--- config.mk ---
export PLATFORM = sky130hd
export DESIGN_NAME = sle_top
export DESIGN_NICKNAME = d
export VERILOG_FILES = /design/src/hdl/sle_blinker.v /design/src/hdl/sle_top.v
export VERILOG_INCLUDE_DIRS = /design/src /design/src/hdl
export SDC_FILE = /design/constraint.sdc
export NUM_CORES = 1
export LEC_CHECK = 0
export ABC_AREA = 1
export BUFFER_PORTS_ARGS = -buffer_cell sky130_fd_sc_hd__buf_2
export CAP_MARGIN = 20
export CORE_ASPECT_RATIO = 0.6
export CORE_UTILIZATION = 35
export CTS_BUF_LIST = sky130_fd_sc_hd__clkbuf_2
export DETAILED_ROUTE_END_ITERATION = 8
export MAX_ROUTING_LAYER = met4
export SYNTH_ARGS = -nofsm -noshare
export SYNTH_HDL_FRONTEND = slang
export SYNTH_SLANG_ARGS = --single-unit
--- constraint.sdc ---
create_clock -name clock -period 1.9 [get_ports clock]
set_input_delay 0.38 -clock clock [delete_from_list [all_inputs] [get_ports clock]]
set_output_delay 0.38 -clock clock [all_outputs]
set_load 0.05 [all_outputs]
--- src/hdl/sle_consts.vh ---
// constants for the status indicator encoder
`ifndef SLE_CONSTS_VH
`define SLE_CONSTS_VH

`define SLE_CLK_HZ          250000000
`define SLE_ATTN_HZ         1
`define SLE_FAULT_HZ        2
`define SLE_BOOT_HZ         1
// half periods in clock cycles
`define SLE_ATTN_HALF       (`SLE_CLK_HZ / (2 * `SLE_ATTN_HZ))
`define SLE_FAULT_HALF      (`SLE_CLK_HZ / (2 * `SLE_FAULT_HZ))
`define SLE_BOOT_HALF       (`SLE_CLK_HZ / (2 * `SLE_BOOT_HZ))

// system indicator colour codes
`define SLE_COL_OFF         2'h0
`define SLE_COL_GREEN       2'h1
`define SLE_COL_YELLOW      2'h2
`define SLE_COL_RED         2'h3

// fault category codes
`define SLE_CAT_NONE        4'h0
`define SLE_CAT_MEMORY      4'h1
`define SLE_CAT_FIRMWARE    4'h2
`define SLE_CAT_BOARD       4'h3
`define SLE_CAT_FAN         4'h4
`define SLE_CAT_PROCESSOR   4'h5
`define SLE_CAT_BMC         4'h6
`define SLE_CAT_TEMP        4'h7
`define SLE_CAT_POWER       4'h8
`define SLE_CAT_UNKNOWN     4'h9

// red masks, bit 0 is indicator 1; one-hot for memory to fan, two or four bits set for the rest
`define SLE_RED_MEMORY      4'h1
`define SLE_RED_FIRMWARE    4'h2
`define SLE_RED_BOARD       4'h4
`define SLE_RED_FAN         4'h8
`define SLE_RED_PROCESSOR   4'h3
`define SLE_RED_BMC         4'h5
`define SLE_RED_TEMP        4'h9
`define SLE_RED_POWER       4'ha
`define SLE_RED_UNKNOWN     4'hf

`endif

--- src/hdl/sle_blinker.v ---
// square wave generator with a programmable half period
`timescale 1ns/100ps
`default_nettype none

module sle_blinker #(
    parameter HALF = 125000000
) (
    input  wire clock,
    input  wire srst,
    output reg  wave_q
);
    reg [31:0] count_q;

    // equal on and off times
    always @(posedge clock) begin
        if (srst) begin
            count_q <= 32'h0000_0000;
            wave_q  <= 1'b0;
        end else if (count_q == HALF - 1) begin
            count_q <= 32'h0000_0000;
            wave_q  <= ~wave_q;
        end else begin
            count_q <= count_q + 32'h0000_0001;
        end
    end
endmodule

`default_nettype wire

--- src/hdl/sle_top.v ---
// front panel status and diagnostic indicator encoder
`timescale 1ns/100ps
`default_nettype none
`include "sle_consts.vh"

module sle_top #(
    parameter ATTN_HALF  = `SLE_ATTN_HALF,
    parameter FAULT_HALF = `SLE_FAULT_HALF,
    parameter BOOT_HALF  = `SLE_BOOT_HALF
) (
    input  wire       clock,
    input  wire       srst,
    input  wire       ac_power_on,
    input  wire       booting,
    input  wire       os_running,
    input  wire       boot_console_prompt,
    input  wire       boot_success,
    input  wire       alert_warn_pulse,
    input  wire       alert_l7_pulse,
    input  wire       fatal_error,
    input  wire       log_view_command,
    input  wire       fault_clear_command,
    input  wire       management_card,
    input  wire [3:0] diag_category,
    input  wire [3:0] diag_detail_green,
    output reg  [1:0] sys_colour_q,
    output reg        sys_lit_q,
    output reg  [3:0] diag_red_q,
    output reg  [3:0] diag_green_q,
    output reg        attention_q,
    output reg        fault_q
);
    // --------------------------------------------------------------
    // input synchronisers
    // --------------------------------------------------------------
    localparam NIN = 11;
    wire [NIN-1:0] raw_in;
    reg  [NIN-1:0] meta_q;
    reg  [NIN-1:0] sync_q;
    reg  [NIN-1:0] prev_q;

    assign raw_in = {ac_power_on, booting, os_running, boot_console_prompt,
                     boot_success, alert_warn_pulse, alert_l7_pulse, fatal_error,
                     log_view_command, fault_clear_command, management_card};

    always @(posedge clock) begin
        if (srst) begin
            meta_q <= {NIN{1'b0}};
            sync_q <= {NIN{1'b0}};
            prev_q <= {NIN{1'b0}};
        end else begin
            meta_q <= raw_in;
            sync_q <= meta_q;
            prev_q <= sync_q;
        end
    end

    wire s_power    = sync_q[10];
    wire s_boot     = sync_q[9];
    wire s_os       = sync_q[8];
    wire s_prompt   = sync_q[7];
    wire e_boot_ok  = sync_q[6] & ~prev_q[6];
    wire e_warn     = sync_q[5] & ~prev_q[5];
    wire e_l7       = sync_q[4] & ~prev_q[4];
    wire s_fatal    = sync_q[3];
    wire e_logview  = sync_q[2] & ~prev_q[2];
    wire e_clear    = sync_q[1] & ~prev_q[1];
    wire s_card     = sync_q[0];

    reg [3:0] cat_meta_q;
    reg [3:0] cat_sync_q;
    reg [3:0] cat_hold_q;
    reg [3:0] cat_q;
    reg [3:0] grn_meta_q;
    reg [3:0] grn_q;

    always @(posedge clock) begin
        if (srst) begin
            cat_meta_q <= `SLE_CAT_NONE;
            cat_sync_q <= `SLE_CAT_NONE;
            cat_hold_q <= `SLE_CAT_NONE;
            cat_q      <= `SLE_CAT_NONE;
            grn_meta_q <= 4'h0;
            grn_q      <= 4'h0;
        end else begin
            cat_meta_q <= diag_category;
            cat_sync_q <= cat_meta_q;
            cat_hold_q <= cat_sync_q;
            // code taken only once two samples agree
            if (cat_sync_q == cat_hold_q)
                cat_q <= cat_sync_q;
            grn_meta_q <= diag_detail_green;
            grn_q      <= grn_meta_q;
        end
    end

    // --------------------------------------------------------------
    // blink sources
    // --------------------------------------------------------------
    wire attn_wave;
    wire fault_wave;
    wire boot_wave;

    sle_blinker #(.HALF(ATTN_HALF)) u_attn (
        .clock  (clock),
        .srst   (srst),
        .wave_q (attn_wave)
    );

    sle_blinker #(.HALF(FAULT_HALF)) u_fault (
        .clock  (clock),
        .srst   (srst),
        .wave_q (fault_wave)
    );

    sle_blinker #(.HALF(BOOT_HALF)) u_boot (
        .clock  (clock),
        .srst   (srst),
        .wave_q (boot_wave)
    );

    // --------------------------------------------------------------
    // sticky attention and level 7 state; fault_q also follows the fatal_error level
    // --------------------------------------------------------------
    reg l7_q;
    reg attn_d;
    reg l7_d;

    always @* begin
        attn_d = attention_q;
        if (e_logview)
            attn_d = 1'b0;
        if (e_warn)
            attn_d = 1'b1;
        l7_d = l7_q;
        if (e_clear || e_boot_ok)
            l7_d = 1'b0;
        if (e_l7)
            l7_d = 1'b1;
    end

    always @(posedge clock) begin
        if (srst) begin
            attention_q <= 1'b0;
            l7_q        <= 1'b0;
            fault_q     <= 1'b0;
        end else begin
            attention_q <= attn_d;
            l7_q        <= l7_d;
            fault_q     <= l7_d | s_fatal;
        end
    end

    // --------------------------------------------------------------
    // boot progress sequencer
    // --------------------------------------------------------------
    localparam ST_IDLE = 2'd0;
    localparam ST_STEP = 2'd1;
    localparam ST_DONE = 2'd2;

    reg [1:0] state_q;
    reg [1:0] state_d;
    reg [2:0] step_q;
    reg [2:0] step_d;
    reg       boot_wave_prev_q;
    wire      step_tick = boot_wave & ~boot_wave_prev_q;

    always @* begin
        state_d = state_q;
        step_d  = step_q;
        case (state_q)
            ST_IDLE: begin
                if (s_boot) begin
                    state_d = ST_STEP;
                    step_d  = 3'd1;
                end
            end
            ST_STEP: begin
                if (!s_boot || s_prompt) begin
                    state_d = ST_DONE;
                    step_d  = 3'd0;
                end else if (step_tick && step_q != 3'd4) begin
                    step_d = step_q + 3'd1;
                end
            end
            default: begin
                if (!s_boot && !s_prompt)
                    state_d = ST_IDLE;
            end
        endcase
    end

    always @(posedge clock) begin
        if (srst) begin
            state_q          <= ST_IDLE;
            step_q           <= 3'd0;
            boot_wave_prev_q <= 1'b0;
        end else begin
            state_q          <= state_d;
            step_q           <= step_d;
            boot_wave_prev_q <= boot_wave;
        end
    end

    // --------------------------------------------------------------
    // diagnostic indicator encoding
    // --------------------------------------------------------------
    reg [3:0] red_mask;
    reg [3:0] red_d;
    reg [3:0] green_d;

    always @* begin
        if (cat_q == `SLE_CAT_MEMORY)
            red_mask = `SLE_RED_MEMORY;
        else if (cat_q == `SLE_CAT_FIRMWARE)
            red_mask = `SLE_RED_FIRMWARE;
        else if (cat_q == `SLE_CAT_BOARD)
            red_mask = `SLE_RED_BOARD;
        else if (cat_q == `SLE_CAT_FAN)
            red_mask = `SLE_RED_FAN;
        else if (cat_q == `SLE_CAT_PROCESSOR)
            red_mask = `SLE_RED_PROCESSOR;
        else if (cat_q == `SLE_CAT_BMC)
            red_mask = `SLE_RED_BMC;
        else if (cat_q == `SLE_CAT_TEMP)
            red_mask = `SLE_RED_TEMP;
        else if (cat_q == `SLE_CAT_POWER)
            red_mask = `SLE_RED_POWER;
        else if (cat_q == `SLE_CAT_UNKNOWN)
            red_mask = `SLE_RED_UNKNOWN;
        else
            red_mask = 4'h0;
    end

    always @* begin
        red_d   = 4'h0;
        green_d = 4'h0;
        if (!s_power) begin
            red_d   = 4'h0;
            green_d = 4'h0;
        end else if ((fault_q || attention_q) && red_mask != 4'h0) begin
            red_d   = red_mask;
            green_d = grn_q & ~red_mask;
        end else if (state_q == ST_STEP && !s_card) begin
            // progress bar: indicators 1..step lit green
            green_d = (4'h1 << step_q[1:0]) - 4'h1;
            if (step_q == 3'd4)
                green_d = 4'hf;
        end else if (state_q == ST_STEP && s_card) begin
            green_d = 4'h0;
        end
    end

    // --------------------------------------------------------------
    // system indicator
    // --------------------------------------------------------------
    reg [1:0] col_d;
    reg       lit_d;

    always @* begin
        col_d = `SLE_COL_OFF;
        lit_d = 1'b0;
        if (!s_power) begin
            col_d = `SLE_COL_OFF;
            lit_d = 1'b0;
        end else if (fault_q) begin
            col_d = `SLE_COL_RED;
            lit_d = fault_wave;
        end else if (attention_q) begin
            col_d = `SLE_COL_YELLOW;
            lit_d = attn_wave;
        end else if (s_os) begin
            col_d = `SLE_COL_GREEN;
            lit_d = 1'b1;
        end else if (s_boot) begin
            col_d = `SLE_COL_GREEN;
            lit_d = boot_wave;
        end
    end

    always @(posedge clock) begin
        if (srst) begin
            sys_colour_q <= `SLE_COL_OFF;
            sys_lit_q    <= 1'b0;
            diag_red_q   <= 4'h0;
            diag_green_q <= 4'h0;
        end else begin
            sys_colour_q <= col_d;
            sys_lit_q    <= lit_d;
            diag_red_q   <= red_d;
            diag_green_q <= green_d;
        end
    end
endmodule

`default_nettype wire

# --- Yosys cells after proc, flatten, opt, wreduce, memory -nomap -nowiden ---
# Cells that the tools add are included.
# Widths: inputs -> output; s select.
totals:
  register_bits: 172
  latchBits: 0
  mem_bits_rw: 0
  mem_bits_ro: 0
  output_inout_bits: 13
  word_cells: 124
  memories: 0
op_classes:
  n_addsub: 5
  mul: 0
  n_div: 0
  n_lt_le_gt_ge: 0
  eq_ne: 19
  shift: 1
  muxes: 32
  bitwise_logic: 20
  n_reduce_logical: 22
ops:
  columns: ["op", "n"]
  rows:
  - ["$add 32x1->32 const B", 3]
  - ["$eq 32x27->1 const B", 2]
  - ["$mux 4", 12]
  - ["$eq 32x26->1 const B", 1]
  - ["$eq 4x3->1 const B", 4]
  - ["$not 1->1", 11]
  - ["$mux 1", 10]
  - ["$mux 2", 5]
  - ["$mux 3", 3]
  - ["$eq 4x2->1 const B", 2]
  - ["$eq 4x4->1 const B", 2]
  - ["$reduce_or 2->1", 4]
  - ["$and 1x1->1", 6]
  - ["$ne 3x3->1 const B", 2]
  - ["$pmux 3 s2", 1]
  - ["$reduce_and 3->1", 2]
  - ["$and 4x4->4", 1]
  - ["$eq 4x1->1 const B", 1]
  - ["$eq 4x4->1", 1]
  - ["$logic_and 1x1->1", 4]
  - ["$ne 2x2->1 const B", 2]
  - ["$not 4->4", 1]
  - ["$pmux 2 s2", 1]
  - ["$reduce_bool 2->1", 2]
  - ["other kinds (12)", 16]

# --- Longest topological paths before layout ---
logic_depth:
  word_depth: 14
  ltp_mapped: 11
  depth_no_buf: 11

# --- By module ---
# Synthesis repeated with hierarchy kept, for this count alone.
hier_totals:
  cells_unflattened: 1227
  area_unflattened_um2: 8052.7
modules_own_cells:
  columns: ["module", "instances", "cells_each", "area_per_inst_um2"]
  rows:
  - ["sle_top", 1, 317, 2518.7]
  - ["sle_blinker at u_fault", 1, 305, 1865.5]
  - ["sle_blinker at u_attn", 1, 301, 1836.8]
  - ["sle_blinker at u_boot", 1, 304, 1831.8]

# --- Worst setup path after synthesis ---
# No wires, ideal clock.
synth_path:
  kind: "reg-to-reg"
  from: "reg u_fault.count_q[0]"
  to: "reg u_fault.count_q[26]"
  setup_time_ns: 0.122
  arrival_ns: 1.392
  t_required_ns: 1.778
  setup_slack_ns: 0.387
  stages_incl_launch_ff: 8
  cell_sequence: "dfxtp_1 ha_1 nand3_4 nor3_2 nand2_1 nand2_1 buf_4 a21oi_1"
synth_via:
  elab_chain_len: 2
synth_rtl:
  columns: ["item", "line_no", "source"]
  rows:
  - ["from (decl)", "sle_blinker.v:12", "reg [31:0] count_q;"]
  - ["from (signal assigned)", "sle_blinker.v:23", "count_q <= count_q + 32'h0000_0001;"]
  - ["branches (longest 2 deep; another with $add 32x1->32)", null, null]
# Several ways; the timed one is not identified.
# A chain may end at the register's enable or synchronous reset.

# --- Worst setup path in the final report ---
layout_path:
  from: "reg fault_q"
  to: "out fault_q"
layout_rtl:
  columns: ["item", "line_no", "source"]
  rows:
  - ["from (decl)", "sle_top.v:31", "output reg fault_q"]
  - ["from (signal assigned)", "sle_top.v:150", "fault_q <= l7_d | s_fatal;"]
# No word-level cell between the ends.

==> run_summary.xml <==
<?xml version="1.0" encoding="UTF-8"?>
<metrics>
  <group name="placed_design">
    <metric name="detailedPlace.worstSlack" unit="ns">0.2003</metric>
    <metric name="numPlacedInstances" unit="">1491</metric>
    <metric name="port_buffers" unit="">33</metric>
    <metric name="dp_hpwl" unit="um">14670</metric>
    <metric name="gpl.final_weighted_congestion" unit="">0.9739</metric>
  </group>
  <group name="setup_path">
    <metric name="critPathSlowestCell" unit="">sky130_fd_sc_hd__dfxtp_4</metric>
    <metric name="worst-path-max-fanout" unit="">3</metric>
    <metric name="worst_r2r_startpoint" unit="">u_attn.count_q[0]</metric>
    <metric name="critical_path.cell_chain" unit="">buf_4</metric>
    <metric name="cp-startpoint" unit="">fault_q</metric>
    <metric name="critPathBufInv" unit="">1</metric>
    <metric name="cp-start-kind" unit="">flip-flop</metric>
    <metric name="cp_data_required_time" unit="ns">1.52</metric>
    <metric name="critical_path_class" unit="">flip-flop to primary output</metric>
    <metric name="cpPeakStageDelay" unit="ns">0.43</metric>
    <metric name="cp.arrival" unit="ns">1.38</metric>
    <metric name="critPathTopFamily" unit="">flip-flops</metric>
    <metric name="end_kind" unit="">primary output</metric>
  </group>
  <group name="sta">
    <metric name="achievable-frequency" unit="GHz">0.5695</metric>
    <metric name="finalHoldViolations" unit="">0</metric>
    <metric name="layout_worst_path_cycle_share" unit="">0.9242</metric>
    <metric name="worst_skew" unit="ns">0.03501</metric>
    <metric name="grt_setup_unrepaired" unit="">no</metric>
    <metric name="finalCriticalPeriod" unit="ns">1.756</metric>
    <metric name="relSlewSlack" unit="">0.6533</metric>
    <metric name="tightest_slew" unit="ns">0.5200</metric>
    <metric name="final.setup.worst_slack" unit="ns">0.1440</metric>
    <metric name="tns" unit="ns">0</metric>
    <metric name="slew_violations" unit="">0</metric>
    <metric name="setup_viol" unit="">0</metric>
  </group>
  <group name="finish">
    <metric name="flow.area_growth_from_synthesis" unit="%">13.23</metric>
    <metric name="n_antenna_cell" unit="">0</metric>
    <metric name="filler_instances" unit="">2358</metric>
    <metric name="fin_util" unit="">0.4080</metric>
    <metric name="drive_above_1_share" unit="">0.1133</metric>
    <metric name="nNetsFinal" unit="">1250</metric>
    <metric name="finalNonFillerCells" unit="">1544</metric>
  </group>
  <group name="yosys">
    <metric name="ys_warn_count" unit="">0</metric>
    <metric name="synth_area_leader_cell" unit="">sky130_fd_sc_hd__dfxtp_1</metric>
    <metric name="ys_ff_latch" unit="">170</metric>
    <metric name="portion_of_synthesized_cell_area_occupied_by_the_leading_cell_type" unit="">0.4249</metric>
    <metric name="synthesis.area" unit="um^2">8009</metric>
    <metric name="average_instance_area_after_synthesis" unit="um^2">6.946</metric>
    <metric name="postSynthNetCount" unit="">1180</metric>
    <metric name="post_synth_inst_count" unit="">1153</metric>
    <metric name="yosysUniqueCellTypes" unit="">40</metric>
    <metric name="top_cells_by_area_in_the_synthesized_netlist" unit="">sky130_fd_sc_hd__dfxtp_1, sky130_fd_sc_hd__nand2_1, sky130_fd_sc_hd__nor2_1, sky130_fd_sc_hd__inv_1, sky130_fd_sc_hd__a21oi_1</metric>
    <metric name="synth_sequential_area_ratio" unit="">0.4249</metric>
  </group>
  <group name="die">
    <metric name="fp.coreArea" unit="um^2">22230</metric>
    <metric name="dieArea" unit="um^2">23510</metric>
    <metric name="boundaryPins" unit="">34</metric>
    <metric name="die_h" unit="um">119.2</metric>
    <metric name="std_cell_rows" unit="">42</metric>
    <metric name="die_w" unit="um">197.3</metric>
    <metric name="start_util" unit="">0.3603</metric>
  </group>
  <group name="min_path">
    <metric name="worst_hold_path_type" unit="">input pin to flip-flop</metric>
    <metric name="hp-start" unit="">diag_category[3]</metric>
  </group>
  <group name="power">
    <metric name="power_density" unit="nW/um^2">668.4</metric>
    <metric name="power.leakage" unit="nW">3.217</metric>
    <metric name="vdd_ir_drop_max" unit="mV">0.5334</metric>
  </group>
  <group name="run">
    <metric name="max_cap_viol_count" unit="">0</metric>
  </group>
  <group name="detailed_routing">
    <metric name="detail_route.wl_per_cell" unit="um">12.47</metric>
    <metric name="drt-vias-per-instance" unit="">4.705</metric>
    <metric name="drt_iter0_drc" unit="">634</metric>
    <metric name="ant_nets" unit="">0</metric>
    <metric name="totalWireLength" unit="um">19250</metric>
    <metric name="drcViolationCount" unit="">0</metric>
    <metric name="route.vias.total" unit="">7264</metric>
    <metric name="detailedRoute.firstPassIterationCount" unit="">5</metric>
  </group>
  <group name="cts">
    <metric name="worstSkewPairLatency" unit="ns">0.78</metric>
    <metric name="cts_max_level" unit="">4</metric>
    <metric name="clock_tree_from_tritoncts" unit="">yes</metric>
    <metric name="clock_path_buffers" unit="">2</metric>
    <metric name="cts_root_buf" unit="">sky130_fd_sc_hd__clkbuf_2</metric>
    <metric name="num_cts_buffers" unit="">17</metric>
    <metric name="clkSlewWorstSetupHoldPaths" unit="ns">0.26</metric>
    <metric name="clkSinkCount" unit="">170</metric>
  </group>
  <group name="global_routing">
    <metric name="grtUsageTotal" unit="">0.1779</metric>
    <metric name="grt_pass1_vias" unit="">6372</metric>
    <metric name="grt_start_max_net_pins" unit="">56</metric>
    <metric name="grt_pass1_wl" unit="um">31930</metric>
    <metric name="initial_antenna_violation_count" unit="">0</metric>
    <metric name="grt-ovfl-total" unit="">0</metric>
  </group>
  <group name="status">
    <metric name="outcome" unit="">finished, final reports clean</metric>
  </group>
</metrics>
[state kept, by name, indices dropped and copies added, names as in the netlist, 5 cells and up]
signal and count:
u_attn.count_q 32, meta_q 11, sync_q 11, prev_q 5
u_fault.count_q 32, u_boot.count_q 32
[cell usage in the layout (no fill, tap or decap), types with 8 or more instances in the layout]
master / instances
sky130_fd_sc_hd__a21oi_1: 74
sky130_fd_sc_hd__buf_2: 23
sky130_fd_sc_hd__buf_4: 16
sky130_fd_sc_hd__clkbuf_2: 17
sky130_fd_sc_hd__dfxtp_1: 167
sky130_fd_sc_hd__dlygate4sd3_1: 20
sky130_fd_sc_hd__inv_1: 166
sky130_fd_sc_hd__inv_2: 9
sky130_fd_sc_hd__nand2_1: 271
sky130_fd_sc_hd__nand2_2: 9
sky130_fd_sc_hd__nand3_1: 49
sky130_fd_sc_hd__nand3b_1: 14
sky130_fd_sc_hd__nand4_1: 23
sky130_fd_sc_hd__nor2_1: 195
sky130_fd_sc_hd__nor2_2: 8
sky130_fd_sc_hd__nor2_4: 9
sky130_fd_sc_hd__nor3_1: 42
sky130_fd_sc_hd__nor3_2: 14
sky130_fd_sc_hd__o21ai_0: 24
sky130_fd_sc_hd__xnor2_1: 11
sky130_fd_sc_hd__xor2_1: 16
[report_power, final]
group | switching, mW | internal [mW] | leakage, nW
logic | 0.234 | 0.156 | 1.69
clock network | 1.44 | 0.530 | 0.141
registers | 0.0500 | 3.66 | 1.38
[cell usage after synthesis]
cell type,count
sky130_fd_sc_hd__nand2_1,271
sky130_fd_sc_hd__nor2_1,195
sky130_fd_sc_hd__dfxtp_1,170
sky130_fd_sc_hd__inv_1,166
sky130_fd_sc_hd__a21oi_1,74
sky130_fd_sc_hd__nand3_1,49
sky130_fd_sc_hd__nor3_1,42
sky130_fd_sc_hd__o21ai_0,24
sky130_fd_sc_hd__nand4_1,23
sky130_fd_sc_hd__xor2_1,16
sky130_fd_sc_hd__nand3b_1,14
sky130_fd_sc_hd__nor3_2,14
sky130_fd_sc_hd__xnor2_1,11
sky130_fd_sc_hd__inv_2,9
sky130_fd_sc_hd__nand2_2,9
sky130_fd_sc_hd__nor2_4,9
sky130_fd_sc_hd__nor2_2,8
sky130_fd_sc_hd__buf_6,6
sky130_fd_sc_hd__ha_1,6
sky130_fd_sc_hd__clkbuf_1,4
sky130_fd_sc_hd__or2_0,4
sky130_fd_sc_hd__buf_1,3
sky130_fd_sc_hd__buf_4,3
sky130_fd_sc_hd__nor3b_1,3
sky130_fd_sc_hd__or2_2,3
sky130_fd_sc_hd__a211oi_1,2
sky130_fd_sc_hd__nand3_2,2
sky130_fd_sc_hd__a21oi_2,1
sky130_fd_sc_hd__a22oi_1,1
sky130_fd_sc_hd__a31o_2,1
sky130_fd_sc_hd__a31oi_1,1
sky130_fd_sc_hd__and3_1,1
sky130_fd_sc_hd__inv_4,1
sky130_fd_sc_hd__nand3_4,1
sky130_fd_sc_hd__nor2_8,1
sky130_fd_sc_hd__nor3_4,1
sky130_fd_sc_hd__o21bai_1,1
sky130_fd_sc_hd__o221ai_1,1
sky130_fd_sc_hd__o22ai_1,1
sky130_fd_sc_hd__o31ai_1,1
[through the flow]
stage / total power, mW / hold WS [ns] / cell area [um^2]
after floorplan: 4.027 / 0.3883 / 8009
after global placement: 4.123 / 0.3914 / 8578
after detailed placement: 4.125 / 0.3917 / 8578
after CTS: 6.144 / 0.2336 / 9034
after global routing: 6.399 / 0.1936 / 9069
final: 6.061 / 0.3158 / 9069
[per-layer routing]
metal / track usage / vias to the layer above / share of wire
met5: - / - / 0
met4: 0.03246 / 0 / 0.0067
met3: 0.04730 / 11 / 0.077
met2: 0.2141 / 232 / 0.35
met1: 0.2833 / 3264 / 0.56
li1: - / 3757 / -
[final cells by class]
class / count / area (um^2) / area share
well taps: 308 / 385.4 / 0.04249
flip-flops and latches: 170 / 3412 / 0.3762
clock inverters: 15 / 160.2 / 0.01766
multi-input cells: 791 / 3826 / 0.4219
clock buffers: 17 / 85.08 / 0.009382
repair buffers: 67 / 536.8 / 0.05919
inverters: 176 / 663.1 / 0.07312
[repair_timing]
item | 4_1_cts | 5_1_grt
hold endpoints to repair | 26 | 0
hold buffers | 20 | 0
setup endpoints to repair | 3 | 10
gates resized for setup | 5 | 14
setup buffers | 0 | 1
[final timing paths]
check | endpoint | cells after the start | slack [ns]
worst min register to register | cat_sync_q[2] | 2 | 0.42
worst min-delay path | cat_meta_q[3] | 4 | 0.32
worst max register to register | u_attn.count_q[25] | 9 | 0.17
worst max-delay path | fault_q | 1 | 0.14
[logic make-up after synthesis]
group | share of synthesized area
buffers and inverters | 0.09733
flip-flops | 0.4249
AND/OR/NAND/NOR | 0.3681
adder cells (fa/ha/maj) | 0.009373
XOR/XNOR | 0.02953
AO/OA/AOI/OAI | 0.07077
Power figures use the tool's default switching activity.
